<file path="src/include/vac_pkg.sv">
// Constants, field layout and carrier types of the video adjust control bank
package vac_pkg;
   // ==========================================================
   // Serial subaddresses
   localparam logic [5:0] ADDR_COPY0 = 6'h19;
   localparam logic [5:0] ADDR_COPY1 = 6'h1A;
   localparam logic [5:0] ADDR_COPY2 = 6'h1B;
   localparam logic [5:0] ADDR_TTX = 6'h1C;
   localparam logic [5:0] ADDR_CONTRAST = 6'h1D;
   localparam logic [5:0] ADDR_U_SCALE = 6'h1E;
   localparam logic [5:0] ADDR_V_SCALE = 6'h1F;
   localparam logic [5:0] ADDR_HUE = 6'h20;
   localparam logic [5:0] ADDR_BRIGHT = 6'h21;
   localparam logic [5:0] ADDR_SHARP = 6'h22;
   // ==========================================================
   // Reset values and write masks
   localparam logic [7:0] RST_ZERO = 8'h00;
   localparam logic [7:0] RST_SCALE = 8'h80;
   localparam logic [7:0] RST_HUE = 8'h80;
   localparam logic [7:0] RST_BRIGHT = 8'h00;
   localparam logic [7:0] RST_SHARP = 8'h06;
   localparam logic [7:0] MASK_BRIGHT = 8'h7F;
   localparam logic [7:0] MASK_SHARP = 8'h0F;
   // ==========================================================
   // Field positions
   localparam int TTX_FALL_LSB = 0;
   localparam int TTX_RISE_LSB = 4;
   localparam int CW0_TAIL_LSB = 0;
   localparam int CW0_CRC_BIT = 4;
   localparam int CW0_ODD_BIT = 5;
   localparam int CW0_EVEN_BIT = 6;
   localparam int CW0_WSS_BIT = 7;
   localparam int CW1_SHARED_W = 6;
   // ==========================================================
   // Datapath and timing constants
   localparam int PIX_W = 10;
   localparam int SCALE_SHIFT = 7;
   localparam int BRIGHT_SHIFT = 1;
   localparam logic [8:0] HUE_CENTRE = 9'h080;
   localparam logic [2:0] LUMA_FILT_EXT = 3'h4;
   localparam logic [3:0] SHARP_NOMINAL = 4'h6;
   localparam logic [3:0] SHARP_MAX = 4'hC;
   localparam int TTX_DLY_LEN = 31;
   localparam int CGMS_BITS = 20;
   localparam int CGMS_DATA_BITS = 14;
   localparam int WSS_BITS = 14;
   localparam logic [5:0] CRC_POLY = 6'h03;
   localparam logic [5:0] CRC_INIT = 6'h3F;
   // ==========================================================
   // Carrier types
   typedef struct packed {
      logic odd_en;
      logic even_en;
      logic wss_en;
      logic [CGMS_BITS-1:0] cgms_word;
      logic [WSS_BITS-1:0] wss_word;
   } vac_copy_s;
   typedef struct packed {
      logic [PIX_W-1:0] y;
      logic signed [PIX_W-1:0] u;
      logic signed [PIX_W-1:0] v;
   } vac_pix_s;
endpackage : vac_pkg

</file>
<file path="src/vac_scaler.sv">
// One component scaler: data times coefficient over 128, registered
`timescale 1ns/1ps
`default_nettype none
module vac_scaler #(
   parameter int IN_W = 10,
   parameter bit SIGNED_IN = 1'b0
) (
   input wire logic clock,
   input wire logic reset,
   input wire logic [IN_W-1:0] din,
   input wire logic [7:0] coef,
   output logic signed [IN_W+1:0] dout
);
   import vac_pkg::*;
   logic signed [IN_W:0] din_x;
   logic signed [8:0] coef_x;
   logic signed [IN_W+9:0] prod;
   // Sign or zero extension, then full product
   assign din_x = SIGNED_IN ? $signed({din[IN_W-1], din}) : $signed({1'b0, din});
   assign coef_x = $signed({1'b0, coef});
   assign prod = din_x * coef_x;
   // Divide by 128 by dropping the low bits
   always_ff @(posedge clock or posedge reset) begin
      if (reset) begin
         dout <= '0;
      end else begin
         dout <= prod[SCALE_SHIFT +: IN_W+2];
      end
   end
endmodule : vac_scaler
`default_nettype wire

</file>
<file path="src/vac_ttx_pulse.sv">
// Teletext request pulse edge placement from a nominal request
`timescale 1ns/1ps
`default_nettype none
module vac_ttx_pulse (
   input wire logic clock,
   input wire logic reset,
   input wire logic ttx_req_nominal,
   input wire logic [3:0] ttx_rise_edge_pos,
   input wire logic [3:0] ttx_fall_edge_pos,
   output logic teletext_request_pulse
);
   import vac_pkg::*;
   logic [TTX_DLY_LEN-1:0] dly_q;
   logic [4:0] start_tap;
   logic [4:0] end_tap;
   // Delay line of the nominal request
   always_ff @(posedge clock or posedge reset) begin
      if (reset) begin
         dly_q <= '0;
      end else begin
         dly_q <= {dly_q[TTX_DLY_LEN-2:0], ttx_req_nominal};
      end
   end
   // End tap rides on the start tap, so a zero fall field keeps the length
   assign start_tap = {1'b0, ttx_rise_edge_pos};
   assign end_tap = start_tap + {1'b0, ttx_fall_edge_pos};
   // Union of both copies spans start+rise to end+rise+fall
   always_ff @(posedge clock or posedge reset) begin
      if (reset) begin
         teletext_request_pulse <= 1'b0;
      end else begin
         teletext_request_pulse <= dly_q[start_tap] | dly_q[end_tap];
      end
   end
endmodule : vac_ttx_pulse
`default_nettype wire

</file>
<file path="src/vac_video_adjust_bank.sv">
// Video adjust control bank: registers, copy signalling, scaling, hue, brightness
// Function
// - Fall field moves the request pulse end by 0 to 15 clocks.
// - Zero fall field keeps pulse length constant when rise field changes.
// - Rise field shifts request pulse start by 0 to 15 pixel clocks.
// - Low four bits of copy register 0 are the final copy bits only.
// - CRC bit set computes the six-bit CRC; clear sends stored bits.
// - Odd-field copy enable acts only in NTSC.
// - Even-field copy enable acts only in NTSC.
// - Widescreen enable acts only in PAL.
// - Shared fields of copy registers 1 and 2 are copy or widescreen by standard.
// - Top two bits of copy register 1 are always copy payload.
// - Luma is multiplied by contrast over 128, range 0.0 to 2.0.
// - U is multiplied by its scale over 128, range 0.0 to 2.0.
// - V is multiplied by its scale over 128, range 0.0 to 2.0.
// - Active video hue offset is register minus 128 phase steps.
// - Signed seven-bit brightness is added onto the scaled luma.
// - Brightness range +15 to -7.5 IRE, or 22.5 to 0 with pedestal.
// - Four-bit sharpness code picks one of thirteen responses, 6 nominal.
// - Sharpness acts only in extended luma filter mode with its enable.
// - Teletext edge register sits at subaddress 1C.
`timescale 1ns/1ps
`default_nettype none
module vac_video_adjust_bank (
   input wire logic clock,
   input wire logic reset,
   input wire logic [5:0] sub_addr,
   input wire logic wr_stb,
   input wire logic [7:0] wr_data,
   input wire logic rd_stb,
   output logic [7:0] rd_data,
   output logic rd_valid,
   input wire logic std_ntsc,
   input wire logic std_pal,
   input wire logic [2:0] luma_filter_select,
   input wire logic sharpness_filter_en,
   input wire logic active_video,
   input wire logic ttx_req_nominal,
   output logic teletext_request_pulse,
   input wire vac_pkg::vac_pix_s pix_in,
   input wire logic pix_valid_in,
   output vac_pkg::vac_pix_s pix_out,
   output logic pix_valid_out,
   output vac_pkg::vac_copy_s copy_out,
   output logic signed [8:0] hue_offset_value,
   output logic [3:0] sharpness_select,
   output logic sharpness_active
);
   import vac_pkg::*;

   // ==========================================================
   // Register storage
   logic [7:0] ttx_q;
   logic [7:0] cw0_q;
   logic [7:0] cw1_q;
   logic [7:0] cw2_q;
   logic [7:0] contrast_q;
   logic [7:0] u_scale_q;
   logic [7:0] v_scale_q;
   logic [7:0] hue_q;
   logic [7:0] bright_q;
   logic [7:0] sharp_q;
   logic [7:0] rd_d;

   // CRC-6 over the first fourteen copy bits, bit 0 sent first
   function automatic logic [5:0] vac_crc6(input logic [CGMS_DATA_BITS-1:0] d);
      logic [5:0] c;
      logic fb;
      c = CRC_INIT;
      fb = 1'b0;
      for (int i = 0; i < CGMS_DATA_BITS; i++) begin
         fb = d[i] ^ c[5];
         c = {c[4:0], 1'b0} ^ (fb ? CRC_POLY : 6'h00);
      end
      return c;
   endfunction : vac_crc6

   // Subaddress decoded writes; unmapped subaddresses are ignored
   always_ff @(posedge clock or posedge reset) begin
      if (reset) begin
         ttx_q <= RST_ZERO;
         cw0_q <= RST_ZERO;
         cw1_q <= RST_ZERO;
         cw2_q <= RST_ZERO;
         contrast_q <= RST_SCALE;
         u_scale_q <= RST_SCALE;
         v_scale_q <= RST_SCALE;
         hue_q <= RST_HUE;
         bright_q <= RST_BRIGHT;
         sharp_q <= RST_SHARP;
      end else if (wr_stb) begin
         unique case (sub_addr)
            ADDR_TTX: ttx_q <= wr_data;
            ADDR_COPY0: cw0_q <= wr_data;
            ADDR_COPY1: cw1_q <= wr_data;
            ADDR_COPY2: cw2_q <= wr_data;
            ADDR_CONTRAST: contrast_q <= wr_data;
            ADDR_U_SCALE: u_scale_q <= wr_data;
            ADDR_V_SCALE: v_scale_q <= wr_data;
            ADDR_HUE: hue_q <= wr_data;
            ADDR_BRIGHT: bright_q <= wr_data & MASK_BRIGHT;
            ADDR_SHARP: sharp_q <= wr_data & MASK_SHARP;
            default: ;
         endcase
      end
   end

   // Read mux; reserved bits read zero, unmapped reads zero
   always_comb begin
      rd_d = 8'h00;
      unique case (sub_addr)
         ADDR_TTX: rd_d = ttx_q;
         ADDR_COPY0: rd_d = cw0_q;
         ADDR_COPY1: rd_d = cw1_q;
         ADDR_COPY2: rd_d = cw2_q;
         ADDR_CONTRAST: rd_d = contrast_q;
         ADDR_U_SCALE: rd_d = u_scale_q;
         ADDR_V_SCALE: rd_d = v_scale_q;
         ADDR_HUE: rd_d = hue_q;
         ADDR_BRIGHT: rd_d = bright_q;
         ADDR_SHARP: rd_d = sharp_q;
         default: rd_d = 8'h00;
      endcase
   end

   // Read answer one clock after the strobe
   always_ff @(posedge clock or posedge reset) begin
      if (reset) begin
         rd_data <= 8'h00;
         rd_valid <= 1'b0;
      end else begin
         rd_valid <= rd_stb;
         if (rd_stb) begin
            rd_data <= rd_d;
         end
      end
   end

   // ==========================================================
   // Teletext request pulse
   vac_ttx_pulse u_ttx (
      .clock(clock),
      .reset(reset),
      .ttx_req_nominal(ttx_req_nominal),
      .ttx_rise_edge_pos(ttx_q[TTX_RISE_LSB +: 4]),
      .ttx_fall_edge_pos(ttx_q[TTX_FALL_LSB +: 4]),
      .teletext_request_pulse(teletext_request_pulse)
   );

   // ==========================================================
   // Copy generation and widescreen signalling
   logic [CGMS_BITS-1:0] copy_raw;
   logic [CGMS_BITS-1:0] copy_word;
   logic copy_crc_auto;
   // Transmit order: shared low, copy-only pair, register 2, then tail bits
   assign copy_raw = {cw0_q[CW0_TAIL_LSB +: 4], cw2_q, cw1_q};
   assign copy_crc_auto = cw0_q[CW0_CRC_BIT];
   always_comb begin
      copy_word = copy_raw;
      if (copy_crc_auto) begin
         copy_word[CGMS_BITS-1:CGMS_DATA_BITS] = vac_crc6(copy_raw[CGMS_DATA_BITS-1:0]);
      end
   end

   // Enables gated by standard; widescreen word only carries data in PAL
   always_ff @(posedge clock or posedge reset) begin
      if (reset) begin
         copy_out <= '0;
      end else begin
         copy_out.odd_en <= cw0_q[CW0_ODD_BIT] & std_ntsc;
         copy_out.even_en <= cw0_q[CW0_EVEN_BIT] & std_ntsc;
         copy_out.wss_en <= cw0_q[CW0_WSS_BIT] & std_pal;
         copy_out.cgms_word <= std_ntsc ? copy_word : '0;
         copy_out.wss_word <= std_pal ? {cw2_q, cw1_q[CW1_SHARED_W-1:0]} : '0;
      end
   end

   // ==========================================================
   // Contrast and colour scaling
   logic signed [PIX_W+1:0] y_scaled;
   logic signed [PIX_W+1:0] u_scaled;
   logic signed [PIX_W+1:0] v_scaled;
   logic signed [PIX_W+2:0] y_bright;
   logic [1:0] valid_q;

   vac_scaler #(.IN_W(PIX_W), .SIGNED_IN(1'b0)) u_scale_y (
      .clock(clock),
      .reset(reset),
      .din(pix_in.y),
      .coef(contrast_q),
      .dout(y_scaled)
   );
   vac_scaler #(.IN_W(PIX_W), .SIGNED_IN(1'b1)) u_scale_u (
      .clock(clock),
      .reset(reset),
      .din(pix_in.u),
      .coef(u_scale_q),
      .dout(u_scaled)
   );
   vac_scaler #(.IN_W(PIX_W), .SIGNED_IN(1'b1)) u_scale_v (
      .clock(clock),
      .reset(reset),
      .din(pix_in.v),
      .coef(v_scale_q),
      .dout(v_scaled)
   );

   // Signed brightness setup added after scaling
   assign y_bright = $signed({y_scaled[PIX_W+1], y_scaled}) +
      ($signed({{(PIX_W-4){bright_q[6]}}, bright_q[6:0]}) <<< BRIGHT_SHIFT);

   // Saturate and register the adjusted pixel
   always_ff @(posedge clock or posedge reset) begin
      if (reset) begin
         pix_out <= '0;
      end else begin
         if (y_bright < 0) begin
            pix_out.y <= '0;
         end else if (y_bright > $signed({3'b000, {PIX_W{1'b1}}})) begin
            pix_out.y <= {PIX_W{1'b1}};
         end else begin
            pix_out.y <= y_bright[PIX_W-1:0];
         end
         if (u_scaled > $signed({3'b000, {(PIX_W-1){1'b1}}})) begin
            pix_out.u <= {1'b0, {(PIX_W-1){1'b1}}};
         end else if (u_scaled < -$signed({3'b001, {(PIX_W-1){1'b0}}})) begin
            pix_out.u <= {1'b1, {(PIX_W-1){1'b0}}};
         end else begin
            pix_out.u <= u_scaled[PIX_W-1:0];
         end
         if (v_scaled > $signed({3'b000, {(PIX_W-1){1'b1}}})) begin
            pix_out.v <= {1'b0, {(PIX_W-1){1'b1}}};
         end else if (v_scaled < -$signed({3'b001, {(PIX_W-1){1'b0}}})) begin
            pix_out.v <= {1'b1, {(PIX_W-1){1'b0}}};
         end else begin
            pix_out.v <= v_scaled[PIX_W-1:0];
         end
      end
   end

   // Valid follows the two pixel stages
   always_ff @(posedge clock or posedge reset) begin
      if (reset) begin
         valid_q <= 2'b00;
      end else begin
         valid_q <= {valid_q[0], pix_valid_in};
      end
   end
   assign pix_valid_out = valid_q[1];

   // ==========================================================
   // Hue offset during active video only
   always_ff @(posedge clock or posedge reset) begin
      if (reset) begin
         hue_offset_value <= '0;
      end else if (active_video) begin
         hue_offset_value <= $signed({1'b0, hue_q} - HUE_CENTRE);
      end else begin
         hue_offset_value <= '0;
      end
   end

   // ==========================================================
   // Sharpness selection, nominal unless extended filter mode and enabled
   always_ff @(posedge clock or posedge reset) begin
      if (reset) begin
         sharpness_select <= SHARP_NOMINAL;
         sharpness_active <= 1'b0;
      end else if (luma_filter_select == LUMA_FILT_EXT && sharpness_filter_en) begin
         sharpness_active <= 1'b1;
         sharpness_select <= (sharp_q[3:0] > SHARP_MAX) ? SHARP_MAX : sharp_q[3:0];
      end else begin
         sharpness_active <= 1'b0;
         sharpness_select <= SHARP_NOMINAL;
      end
   end
endmodule : vac_video_adjust_bank
`default_nettype wire
</file>
<file path="config.mk">
export PLATFORM = sky130hd
export DESIGN_NAME = vac_video_adjust_bank
export DESIGN_NICKNAME = d
export VERILOG_FILES = /design/src/include/vac_pkg.sv /design/src/vac_scaler.sv /design/src/vac_ttx_pulse.sv /design/src/vac_video_adjust_bank.sv
export SDC_FILE = /design/constraint.sdc
export NUM_CORES = 1
export LEC_CHECK = 0
export ABC_AREA = 0
export BUFFER_PORTS_ARGS = -buffer_cell sky130_fd_sc_hd__buf_4
export CELL_PAD_IN_SITES_DETAIL_PLACEMENT = 1
export CELL_PAD_IN_SITES_GLOBAL_PLACEMENT = 2
export CORE_MARGIN = 5
export CORE_UTILIZATION = 43
export CTS_CLUSTER_DIAMETER = 50
export CTS_CLUSTER_SIZE = 12
export DETAILED_ROUTE_END_ITERATION = 8
export PLACE_DENSITY = 0.95
export SKIP_CTS_REPAIR_TIMING = 1
export SLEW_MARGIN = 20
export SYNTH_ARGS = -nofsm -noshare
export SYNTH_HDL_FRONTEND = slang
export SYNTH_SLANG_ARGS = --single-unit
</file>
<file path="constraint.sdc">
create_clock -name clock -period 13.54 [get_ports clock]
set_input_delay 0.677 -clock clock [delete_from_list [all_inputs] [get_ports clock]]
set_output_delay 0.677 -clock clock [all_outputs]
set_load 0.01 [all_outputs]
</file>
# Word-level counts from Yosys, hierarchy flattened
# Cells that the tools add are included.
# totals
inputBits,57
ff_bits,234
elab_cells,129
out_inout_bits,92
# classes
order_cmp,9
n_bitwise,31
n_mux,32
multipliers,3
n_eq_ne,11
reduce_logical,11
add_sub_neg,3
# ops
op,count
$pmux W8 S10,1
$xor A6 B2 Y6,13
$mux W10,6
$eq A6 B5 Y1 const B,7
$mul A10 B9 Y19,2
$mux W2,14
$gt A12 B10 Y1 const B,2
$lt A12 B10 Y1 const B,2
$mux W20,1
$reduce_and A2 Y1,10
$eq A6 B6 Y1 const B,3
$mul A10 B8 Y18,1
$mux W14,1
$add A12 B8 Y13,1
$gt A13 B11 Y1 const B,1
$lt A13 B1 Y1 const B,1
$xor A1 B1 Y1,13
$mux W9,1
$sub A8 B8 Y9 const B,1
$mux W4,2
$lt A4 B6 Y1 const B,1
$lt A5 B6 Y1 const B,1
$mux W6,1
$add A4 B4 Y5,1
other kinds (9),13

# Depth between registers and ports, before layout
# Gate-level depths: netlist of the first run.
# depth
ltp_word,43
depth_mapped,18
depth_no_buf,17

# By module
# A second synthesis of the first run with hierarchy kept.
# hier_totals
cells_unflattened,1765
hier_area_um2,18252.5
# by_module_without_submodules
module,seq_area_each_um2,cells_per_inst,n_inst,area_each_um2
vac_video_adjust_bank,4164.0,601,1,7228.2
vac_scaler (u_scale_v),300.3,379,1,3424.5
vac_scaler (u_scale_u),300.3,380,1,3353.2
vac_scaler (u_scale_y),275.3,327,1,2911.5
vac_ttx_pulse,800.8,78,1,1335.0

# Worst setup path before layout of the first run
# Ideal clock, no wire load.
# synth_timing
path_type,input to register
start,input port pix_in[4] in the netlist's numbering
end,register u_scale_v.dout[10]
path_stages,14
n_path_buf,0
setup_time_ns,0.135
t_arrival_ns,4.649
slack_ns,8.756
required_ns,13.405
path_cell_list,and2_1 fa_1 fa_1 fa_1 inv_1 fa_1 inv_1 ha_1 and3_1 and3_1 a221o_2 a2111oi_4 o31ai_1 xor2_1
# synth_via
elab_chain_cells,1
# synth_lines
element,line,source
from (decl),vac_video_adjust_bank.sv:40,"input wire vac_pkg::vac_pix_s pix_in,"
$mul A10 B9 Y19,vac_scaler.sv:21,assign prod = din_x * coef_x;
via u_scale_v.prod[17],vac_scaler.sv:17,logic signed [IN_W+9:0] prod;
to (signal assigned),vac_scaler.sv:27,dout <= prod[SCALE_SHIFT +: IN_W+2];
to (decl),vac_scaler.sv:12,output logic signed [IN_W+1:0] dout
# The timed path passes the listed nets, and every way through them passes these cells.
# A chain may end at the register's enable or synchronous reset.

# Final worst setup path of the first run
# layout_timing
start,register v_scale_q[5]
end,register u_scale_v.dout[10]
# layout_via
elab_chain_cells,1
# layout_lines
element,line,source
from (decl),vac_video_adjust_bank.sv:59,logic [7:0] v_scale_q;
from (signal assigned),vac_video_adjust_bank.sv:99,ADDR_V_SCALE: v_scale_q <= wr_data;
$mul A10 B9 Y19,vac_scaler.sv:21,
via u_scale_v.prod[17],vac_scaler.sv:17,
# The timed path passes the listed nets, and every way through them passes these cells.

==> impl_metrics.ini, run 1 <==
[sta]
worst_pin_slew_ps = 809.6
holdWs_ps = 206.3
maxSlewViolCount = 0
fin_crit_sh_pct = 37.46
rsz0062_at_grt = no
fin_setup_tns_ps = 0
finClkSkew_ps = 19.14
setup_viol = 0
setup_ws_ps = 8468
max_slew_margin_pct = 45.64
layout_min_cycle_time_ps = 5072
timing_hold_violations_final = 0
clock.fmax_mhz = 197.2

[yosys]
syn_area_per_cell_um2 = 10.45
yosysUniqueCellTypes = 66
ys_seq_elements = 233
ys_seq_area_share_pct = 33.00
ys.flop_type = dfrtp_1
synth_nets = 2047
yosysWarningCount = 0
synthCells = 1693
synthArstFlopShare_pct = 100.0
synth_area_um2 = 17700
synth_edf_count = 0

[die]
start_util_pct = 43.45
num_rows = 74
die_area_um2 = 45320
die_x_um = 212.9
die_h_um = 212.9
num_io_pins = 149
core_area_um2 = 40740

[clock_tree]
numCtsBuffers = 28
cts_buffer_depth = 3
cts_max_level = 1
path_clk_slew_ps = 60
cts_tree = built
clock_latency_ps = 570
cts_root_buffer = clkbuf_16
clock_sinks = 233

[cells_and_area]
drive_above_1_share_pct = 16.54
fillers = 4475
final_cell_mix = inv_1, dfrtp_1, and2_1
area_delta_synth_final_pct = 14.46
final_common_cell = inv_1
antenna_cells = 0
finish.utilization_pct = 49.73
nets = 2171

[worst_setup_path]
crit_family = adder cells
cp_cell_sequence = nand2_1 -> fa_1 -> fa_1 -> inv_1 -> fa_1 -> inv_1 -> fa_1 -> inv_1 -> ha_1 -> and3_1 -> and3_1 -> a221o_2 -> a2111oi_4 -> o31ai_1 -> xor2_1
critPathCaptureType = flip-flop
cp_data_arrival_time_ps = 5510
timing.rr.start = v_scale_q[5]
slowest_delay_ps = 690
crit_required_ps = 13980
crit_top_cell = fa_1
path_max_fanout = 12
start_kind = flip-flop
cp_num_buf_inv = 3
reg2reg_depth = 15
critPathKind = flip-flop to flip-flop
critPathSlowestCell = dfrtp_1
r2r_end = u_scale_v.dout[10]
cp-startpoint = v_scale_q[5]
r2r_slack_ps = 8470

[power]
p_total_mw = 3.073
peakVddDrop_v = 0.00008373
p_leak_nw = 10.26
p_per_area_nw_per_um2 = 151.7

[place]
io_buffers = 148
place.gp.congestion = 0.8235
place_ws_ps = 8360
hpwl_um = 34080

[flow_run]
drv_cap = 0

[routing]
post_drt_wl_per_cell_um = 18.70
vias = 12370
wirelength_um = 44310
drtPass1Iterations = 5
drc = 0
vias_per_cell = 5.220
drt-initial-drc-count = 501
ant_nets = 0

[hold_path]
min_path_type = primary input to async pin

[global_routing]
grt_overflow = 0
grt_pass1_vias = 14240
grt_max_degree = 147
grt_use_total_pct = 19.78
antenna_found_initial = 2
grt_pass1_wl_um = 72610

[status]
status = finished clean
final cells by class:
type	count	area, um^2	share of cell area (%)
Inverter	279	1060	5.231
Clock inverter	13	210.2	1.038
Timing Repair Buffer	151	1137	5.614
Sequential cell	233	5841	28.83
Tap cell	532	665.6	3.286
Clock buffer	38	758.2	3.743
Multi-Input combinational cell	1124	10590	52.26
registers in the layout, summed over array words and instances (netlist names), 11 cells and up:
register and flops:
u_ttx.dly_q 31, pix_out 30, u_scale_v.dout 12, copy_out 37, u_scale_y.dout 11, u_scale_u.dout 12
cells in the mapped netlist, drive strengths merged (2+ instances only):
cell type / number / area [um^2]
a2111oi: 3 / 45.05
a211oi: 5 / 42.54
a21o: 11 / 82.58
a21oi: 68 / 344.1
a221oi: 7 / 61.31
a22oi: 16 / 120.1
a31oi: 6 / 37.54
a41oi: 9 / 86.34
and2: 188 / 1176
and3: 6 / 37.54
buf: 15 / 67.56
clkbuf: 42 / 157.7
dfrtp: 225 / 5630
dfstp: 8 / 210.2
fa: 179 / 3583
ha: 118 / 1476
inv: 279 / 1047
mux2: 77 / 867.1
mux2i: 12 / 120.1
mux4: 12 / 270.3
nand2: 137 / 514.2
nand2b: 9 / 56.30
nand3: 11 / 55.05
nand3b: 2 / 15.01
nand4: 2 / 12.51
nand4b: 3 / 26.28
nand4bb: 2 / 22.52
nor2: 86 / 322.8
nor2b: 8 / 50.05
nor3: 10 / 55.05
nor4: 3 / 18.77
o211a: 3 / 30.03
o211ai: 2 / 15.01
o21a: 3 / 22.52
o21ai: 19 / 95.09
o21bai: 4 / 30.03
o22ai: 2 / 12.51
o31ai: 8 / 73.82
or2: 3 / 18.77
or3: 2 / 12.51
or4: 2 / 15.01
xnor2: 53 / 464.2
xor2: 19 / 166.4
where the power goes:
part	switching, mW	leakage [nW]	internal [mW]	total [mW]
sequential	0.155	2.95	0.848	1.00
clock	0.309	0.468	0.474	0.783
combinational	0.697	6.84	0.590	1.29
layer usage:
metal / GRT usage, % / up-vias / share of wire [%]
met5: 0 / - / 0.029
met4: 5.253 / 2 / 2.4
met3: 2.410 / 79 / 4.3
met2: 36.07 / 256 / 52
met1: 24.93 / 6406 / 41
li1: - / 5629 / -
worst max path at each step:
stage / depth (start not counted) / end / slack, ps
after detailed placement: 16 / u_scale_v.dout[10] / 8360
after global placement: 15 / u_scale_v.dout[10] / 8470
after global routing: 15 / u_scale_v.dout[11] / 8270
after CTS: 15 / u_scale_v.dout[11] / 8470
final: 15 / u_scale_v.dout[10] / 8470
after floorplan: 1 / bright_q[0] / 6490
per-stage QoR:
step           cell area, um^2  instances
2_1_floorplan            17700       1693
3_3_place_gp             19280       2319
3_5_place_dp             19280       2319
4_1_cts                  20250       2370
5_1_grt                  20260       2370
6_report                 20260       2370
kinds of logic after synthesis:
| kind of cell | after synthesis | share of synthesized area (%) |
|---|---|---|
| AO/OA/AOI/OAI | 177 | 6.801 |
| XOR/XNOR | 72 | 3.563 |
| adder cells (fa/ha/maj) | 297 | 28.59 |
| buffers and inverters | 336 | 7.189 |
| flip-flops | 233 | 33.00 |
| multiplexers | 101 | 7.105 |
| AND/OR/NAND/NOR | 477 | 13.76 |
Note: power is estimated with default switching activity, not from simulation.
==> inputs of run 2 (changes only) <==
CORE_UTILIZATION = 40   (was 43)
PLACE_DENSITY = 0.9   (was 0.95)
clock period = 4.85 ns   (was 13.54 ns; I/O delays follow)
==> run 2 against run 1 <==
Clock power increased to 2.6 times the previous value. Fmax increased by 9.5%. Routed wire length increased by 2.5%. Critical endpoint unchanged. Largest cell class unchanged.
==> impl_metrics.ini, run 2 (synthesis results as in run 1) <==
[worst_setup_path]
critPathSlowestCell = fa_1
crit_family = adder cells
cp_num_buf_inv = 2
critPathCaptureType = flip-flop
crit_required_ps = 5280
reg2reg_depth = 14
timing.rr.start = v_scale_q[3]
path_max_fanout = 6
cp_data_arrival_time_ps = 5060
cp_cell_sequence = and2_1 -> fa_1 -> fa_1 -> fa_1 -> inv_1 -> fa_1 -> inv_1 -> ha_4 -> and3_1 -> and3_1 -> a221o_2 -> a2111oi_4 -> o31ai_2 -> xor2_1
crit_top_cell = fa_1
r2r_slack_ps = 220
slowest_delay_ps = 530
start_kind = flip-flop
r2r_end = u_scale_v.dout[10]
critPathKind = flip-flop to flip-flop

[die]
die_h_um = 220.4
num_rows = 77
die_area_um2 = 48560
num_io_pins = 149
start_util_pct = 40.20
die_x_um = 220.4
core_area_um2 = 44030

[flow_run]
drv_cap = 0

[routing]
drt-initial-drc-count = 723
wirelength_um = 45400
drc = 0
vias_per_cell = 5.092
post_drt_wl_per_cell_um = 18.42
vias = 12550
drtPass1Iterations = 5
ant_nets = 0

[cells_and_area]
drive_above_1_share_pct = 18.85
final_common_cell = inv_1
finish.utilization_pct = 46.94
largest_reg_flops = 37
antenna_cells = 0
regMostFlops = copy_out
fillers = 4893
final_cell_mix = inv_1, dfrtp_1, and2_1
top_regs = copy_out: 37 flops, u_ttx.dly_q: 31 flops, pix_out: 30 flops
area_delta_synth_final_pct = 16.75
nets = 2205

[global_routing]
grt_use_total_pct = 18.90
grt_max_degree = 188
antenna_found_initial = 0
grt_pass1_wl_um = 74180
grt_pass1_vias = 14150
grt_overflow = 0

[place]
hpwl_um = 34410
place_ws_ps = -20.82
place.gp.congestion = 0.8438
io_buffers = 148

[clock_tree]
cts_max_level = 1
cts_root_buffer = clkbuf_16
cts_tree = built
path_clk_slew_ps = 60
numCtsBuffers = 28
cts_buffer_depth = 3
clock_latency_ps = 570
clock_sinks = 233

[sta]
worst_pin_slew_ps = 816.5
clock.fmax_mhz = 216.0
fin_crit_sh_pct = 95.47
layout_min_cycle_time_ps = 4630
finClkSkew_ps = 19.25
timing_hold_violations_final = 0
setup_ws_ps = 219.7
max_slew_margin_pct = 45.18
rsz0062_at_grt = no
maxSlewViolCount = 0
setup_viol = 0

[power]
p_leak_nw = 10.38
peakVddDrop_v = 0.0002662
p_per_area_nw_per_um2 = 414.1

[status]
status = finished clean

[hold_path]
hold-path-endpoint = copy_out[33]
hold_start = std_ntsc
worstHoldPathCells = 2
min_path_type = primary input to flip-flop
## run 2: worst reg2reg max path, cell delays in order (launching register included)
cell,delay (ps)
dfrtp_2,440
and2_1,170
fa_1,520
fa_1,510
fa_1,520
inv_1,50
fa_1,530
inv_1,60
ha_4,240
and3_1,190
and3_1,180
a221o_2,400
a2111oi_4,410
o31ai_2,140
xor2_1,150
## run 2: worst max-delay path by stage
| stage | end | startpoint | cells past startpoint |
|---|---|---|---|
| 6_report | u_scale_v.dout[10] | v_scale_q[3] | 14 |
| 5_1_grt | u_scale_u.dout[9] | u_scale_q[3] | 14 |
| 4_1_cts | u_scale_v.dout[10] | v_scale_q[5] | 14 |
| 3_5_place_dp | u_scale_v.dout[10] | v_scale_q[5] | 15 |
| 3_3_place_gp | u_scale_v.dout[10] | v_scale_q[5] | 14 |
| 2_1_floorplan | u_scale_v.dout[10] | v_scale_q[0] | 16 |
## run 2: cell type report
cell class,count,area [um^2],share of cell area [%]
flip-flops and latches,233,5857,28.34
inverters,279,1051,5.086
well taps,592,740.7,3.584
clock buffers,41,779.5,3.772
multi-input cells,1124,10660,51.59
repair buffers,185,1444,6.987
clock inverters,11,132.6,0.6418
## run 2: where the power goes
part | leakage [nW] | internal [mW] | switching, mW
Combinational | 7.02 | 1.71 | 2.02
Clock | 0.433 | 1.19 | 0.877
Sequential | 2.93 | 2.37 | 0.386
Total | 10.4 | 5.27 | 3.29
## run 2: stage by stage
step | cells | area (um^2) | hold slack, ps | power [mW] | TNS [ps]
floorplan | 1693 | 17700 | 273.9 | 5.352 | 0
global placement | 2397 | 19500 | 334.4 | 6.317 | 0
detailed placement | 2397 | 19500 | 356.3 | 6.510 | -24.18
CTS | 2449 | 20410 | -259.7 | 8.648 | -80.03
global route | 2465 | 20660 | 19.73 | 9.348 | 0
finish | 2465 | 20660 | 33.50 | 8.557 | 0
## run 2: per-layer routing
metal	global-route usage (%)	part of all wire [%]	vias to the layer above	wire (um)
li1	-	-	5712	-
met1	24.48	41	6483	18730
met2	33.21	51	273	23030
met3	2.709	5.1	83	2327
met4	5.346	2.9	0	1316
met5	0	0	-	0
==> inputs of run 3 (changes only) <==
==> constraint.sdc (replaced) <==
create_clock -name clock -period 4.85 [get_ports clock]
set_input_delay 0.485 -clock clock [delete_from_list [all_inputs] [get_ports clock]]
set_output_delay 0.485 -clock clock [all_outputs]
set_load 0.01 [all_outputs]
==> run 3 against run 2 <==
Sequential power hardly changed. Final cell count shrank 0.57%. Non-clock buffer count down 8. Sequential cell count did not move. Via count barely moved. Register-to-register slack hardly changed. Routed wire length is 0.76% lower. Cell area down 0.68%. Clock skew increased by 7.1 ps. Count of clock-buffer cells in the layout down 8. Worst hold slack worse by 4.4 ps. Critical path depth is the same. Critical endpoint unchanged. Largest power group unchanged.
==> impl_metrics.ini, run 3 (synthesis results as in run 1) <==
[routing]
vias = 12550
wirelength_um = 45060
drc = 0
post_drt_wl_per_cell_um = 18.38
drtPass1Iterations = 4
drt-initial-drc-count = 621
vias_per_cell = 5.120
ant_nets = 0

[sta]
layout_min_cycle_time_ps = 4631
holdWs_ps = 29.06
worst_pin_slew_ps = 830.2
timing_hold_violations_final = 0
max_slew_margin_pct = 44.26
fin_crit_sh_pct = 95.48
finClkSkew_ps = 26.31
maxSlewViolCount = 0
rsz0062_at_grt = no
setup_viol = 0
clock.fmax_mhz = 216.0

[place]
place_area_um2 = 19530
place.gp.congestion = 0.8287
io_buffers = 148
hpwl_um = 35050

[cells_and_area]
finish.utilization_pct = 46.62
top_regs = copy_out: 37 flops, u_ttx.dly_q: 31 flops, pix_out: 30 flops
multiInputGateArea_um2 = 10610
largest_reg_flops = 37
final_area_um2 = 20520
regMostFlops = copy_out
drive_above_1_share_pct = 18.72
nets = 2197
final_cell_mix = inv_1, dfrtp_1, and2_1
final_common_cell = inv_1
area_delta_synth_final_pct = 15.96
seq_area_um2 = 5857
fillers = 4875
antenna_cells = 0

[flow_run]
drv_cap = 0

[die]
start_util_pct = 40.20
num_rows = 77
die_h_um = 220.4
die_x_um = 220.4
core_area_um2 = 44030
num_io_pins = 149
die_area_um2 = 48560

[worst_setup_path]
cp_data_arrival_time_ps = 5060
critPathKind = flip-flop to flip-flop
start_kind = flip-flop
critPathCaptureType = flip-flop
crit_required_ps = 5280
path_max_fanout = 6

[power]
p_per_area_nw_per_um2 = 417.0
p_comb_share_pct = 43.2
clockPowerShare_pct = 24.5
peakVddDrop_v = 0.0002467
p_leak_nw = 10.37
p_sw_share_pct = 38.09
internal_power_mw = 5.298
pwr-share-seq_pct = 32.3
p_sw_mw = 3.260
p_total_mw = 8.558

[global_routing]
grt_use_total_pct = 18.83
antenna_found_initial = 0
grt_pass1_vias = 14260
grt_overflow = 0
grt_pass1_wl_um = 73880
grt_max_degree = 124

[clock_tree]
cts_root_buffer = clkbuf_16
cts_max_level = 1
clock_sinks = 233
cts_buffer_depth = 3
cts_tree = built
path_clk_slew_ps = 60
numCtsBuffers = 28
clock_latency_ps = 570

[hold_path]
min_path_type = primary input to async pin

[status]
status = finished clean
==> run 3: changes by cell type in the layout (fill, tap and decap cells not counted), sizes merged <==
cell         before  now
bufinv            1    2
clkbuf           41   33
clkinv            4    7
clkinvlp          4    2
dlygate4sd3       9    1
==> run 3: critical path, cell delays in order (launching register included) <==
cell       delay (ps)
dfrtp_2           450
and2_1            180
fa_1              550
fa_1              440
fa_1              540
inv_1              50
fa_1              520
inv_1              40
ha_1              290
and3_1            190
and3_1            180
a221o_2           400
a2111oi_4         350
o31ai_1           140
xor2_1            150
==> run 3: metrics by stage <==
stage / cells / TNS, ps / setup slack, ps
2_1_floorplan: 1693 / 0 / 176.4
3_3_place_gp: 2401 / 0 / 16.00
3_5_place_dp: 2401 / -336.1 / -98.53
4_1_cts: 2447 / -69.86 / -32.45
5_1_grt: 2451 / 0 / 18.67
6_report: 2451 / 0 / 219.4
==> run 3: worst paths after layout <==
kind                                            to  depth (start not counted)  slack (ps)         start
worst max register to register  u_scale_v.dout[10]                         14         220  v_scale_q[5]
worst min register to register          valid_q[1]                          0         350    valid_q[0]
min in group clock                      valid_q[0]                          1          40  pix_valid_in
max in group asynchronous             v_scale_q[1]                          3        3680         reset
worst max-delay path            u_scale_v.dout[10]                         14         220  v_scale_q[5]
worst min-delay path                  copy_out[18]                          2          30         reset
==> run 3: power groups by stage <==
| stage | registers (mW) | logic (mW) | clock network, mW |
|---|---|---|---|
| 5_1_grt | 2.82 | 4.28 | 2.23 |
| 6_report | 2.76 | 3.70 | 2.10 |
| 3_3_place_gp | 2.78 | 3.58 | 0 |
| 4_1_cts | 2.77 | 3.78 | 2.15 |
| 3_5_place_dp | 2.80 | 3.75 | 0 |
| 2_1_floorplan | 2.64 | 2.71 | 0 |
==> run 3: cell type report <==
class                           count  area share, %
Multi-Input combinational cell   1124          51.69
Sequential cell                   233          28.54
Timing Repair Buffer              177          6.565
Inverter                          279          5.121
Clock buffer                       33          3.700
Tap cell                          592          3.609
Clock inverter                     13         0.7803
==> run 3: layer usage <==
| metal | up-vias | share of wire (%) | GRT usage [%] |
|---|---|---|---|
| li1 | 5685 | - | - |
| met1 | 6580 | 42 | 24.22 |
| met2 | 217 | 51 | 33.79 |
| met3 | 67 | 4.2 | 2.654 |
| met4 | 0 | 2.3 | 4.369 |
| met5 | - | 0 | 0 |
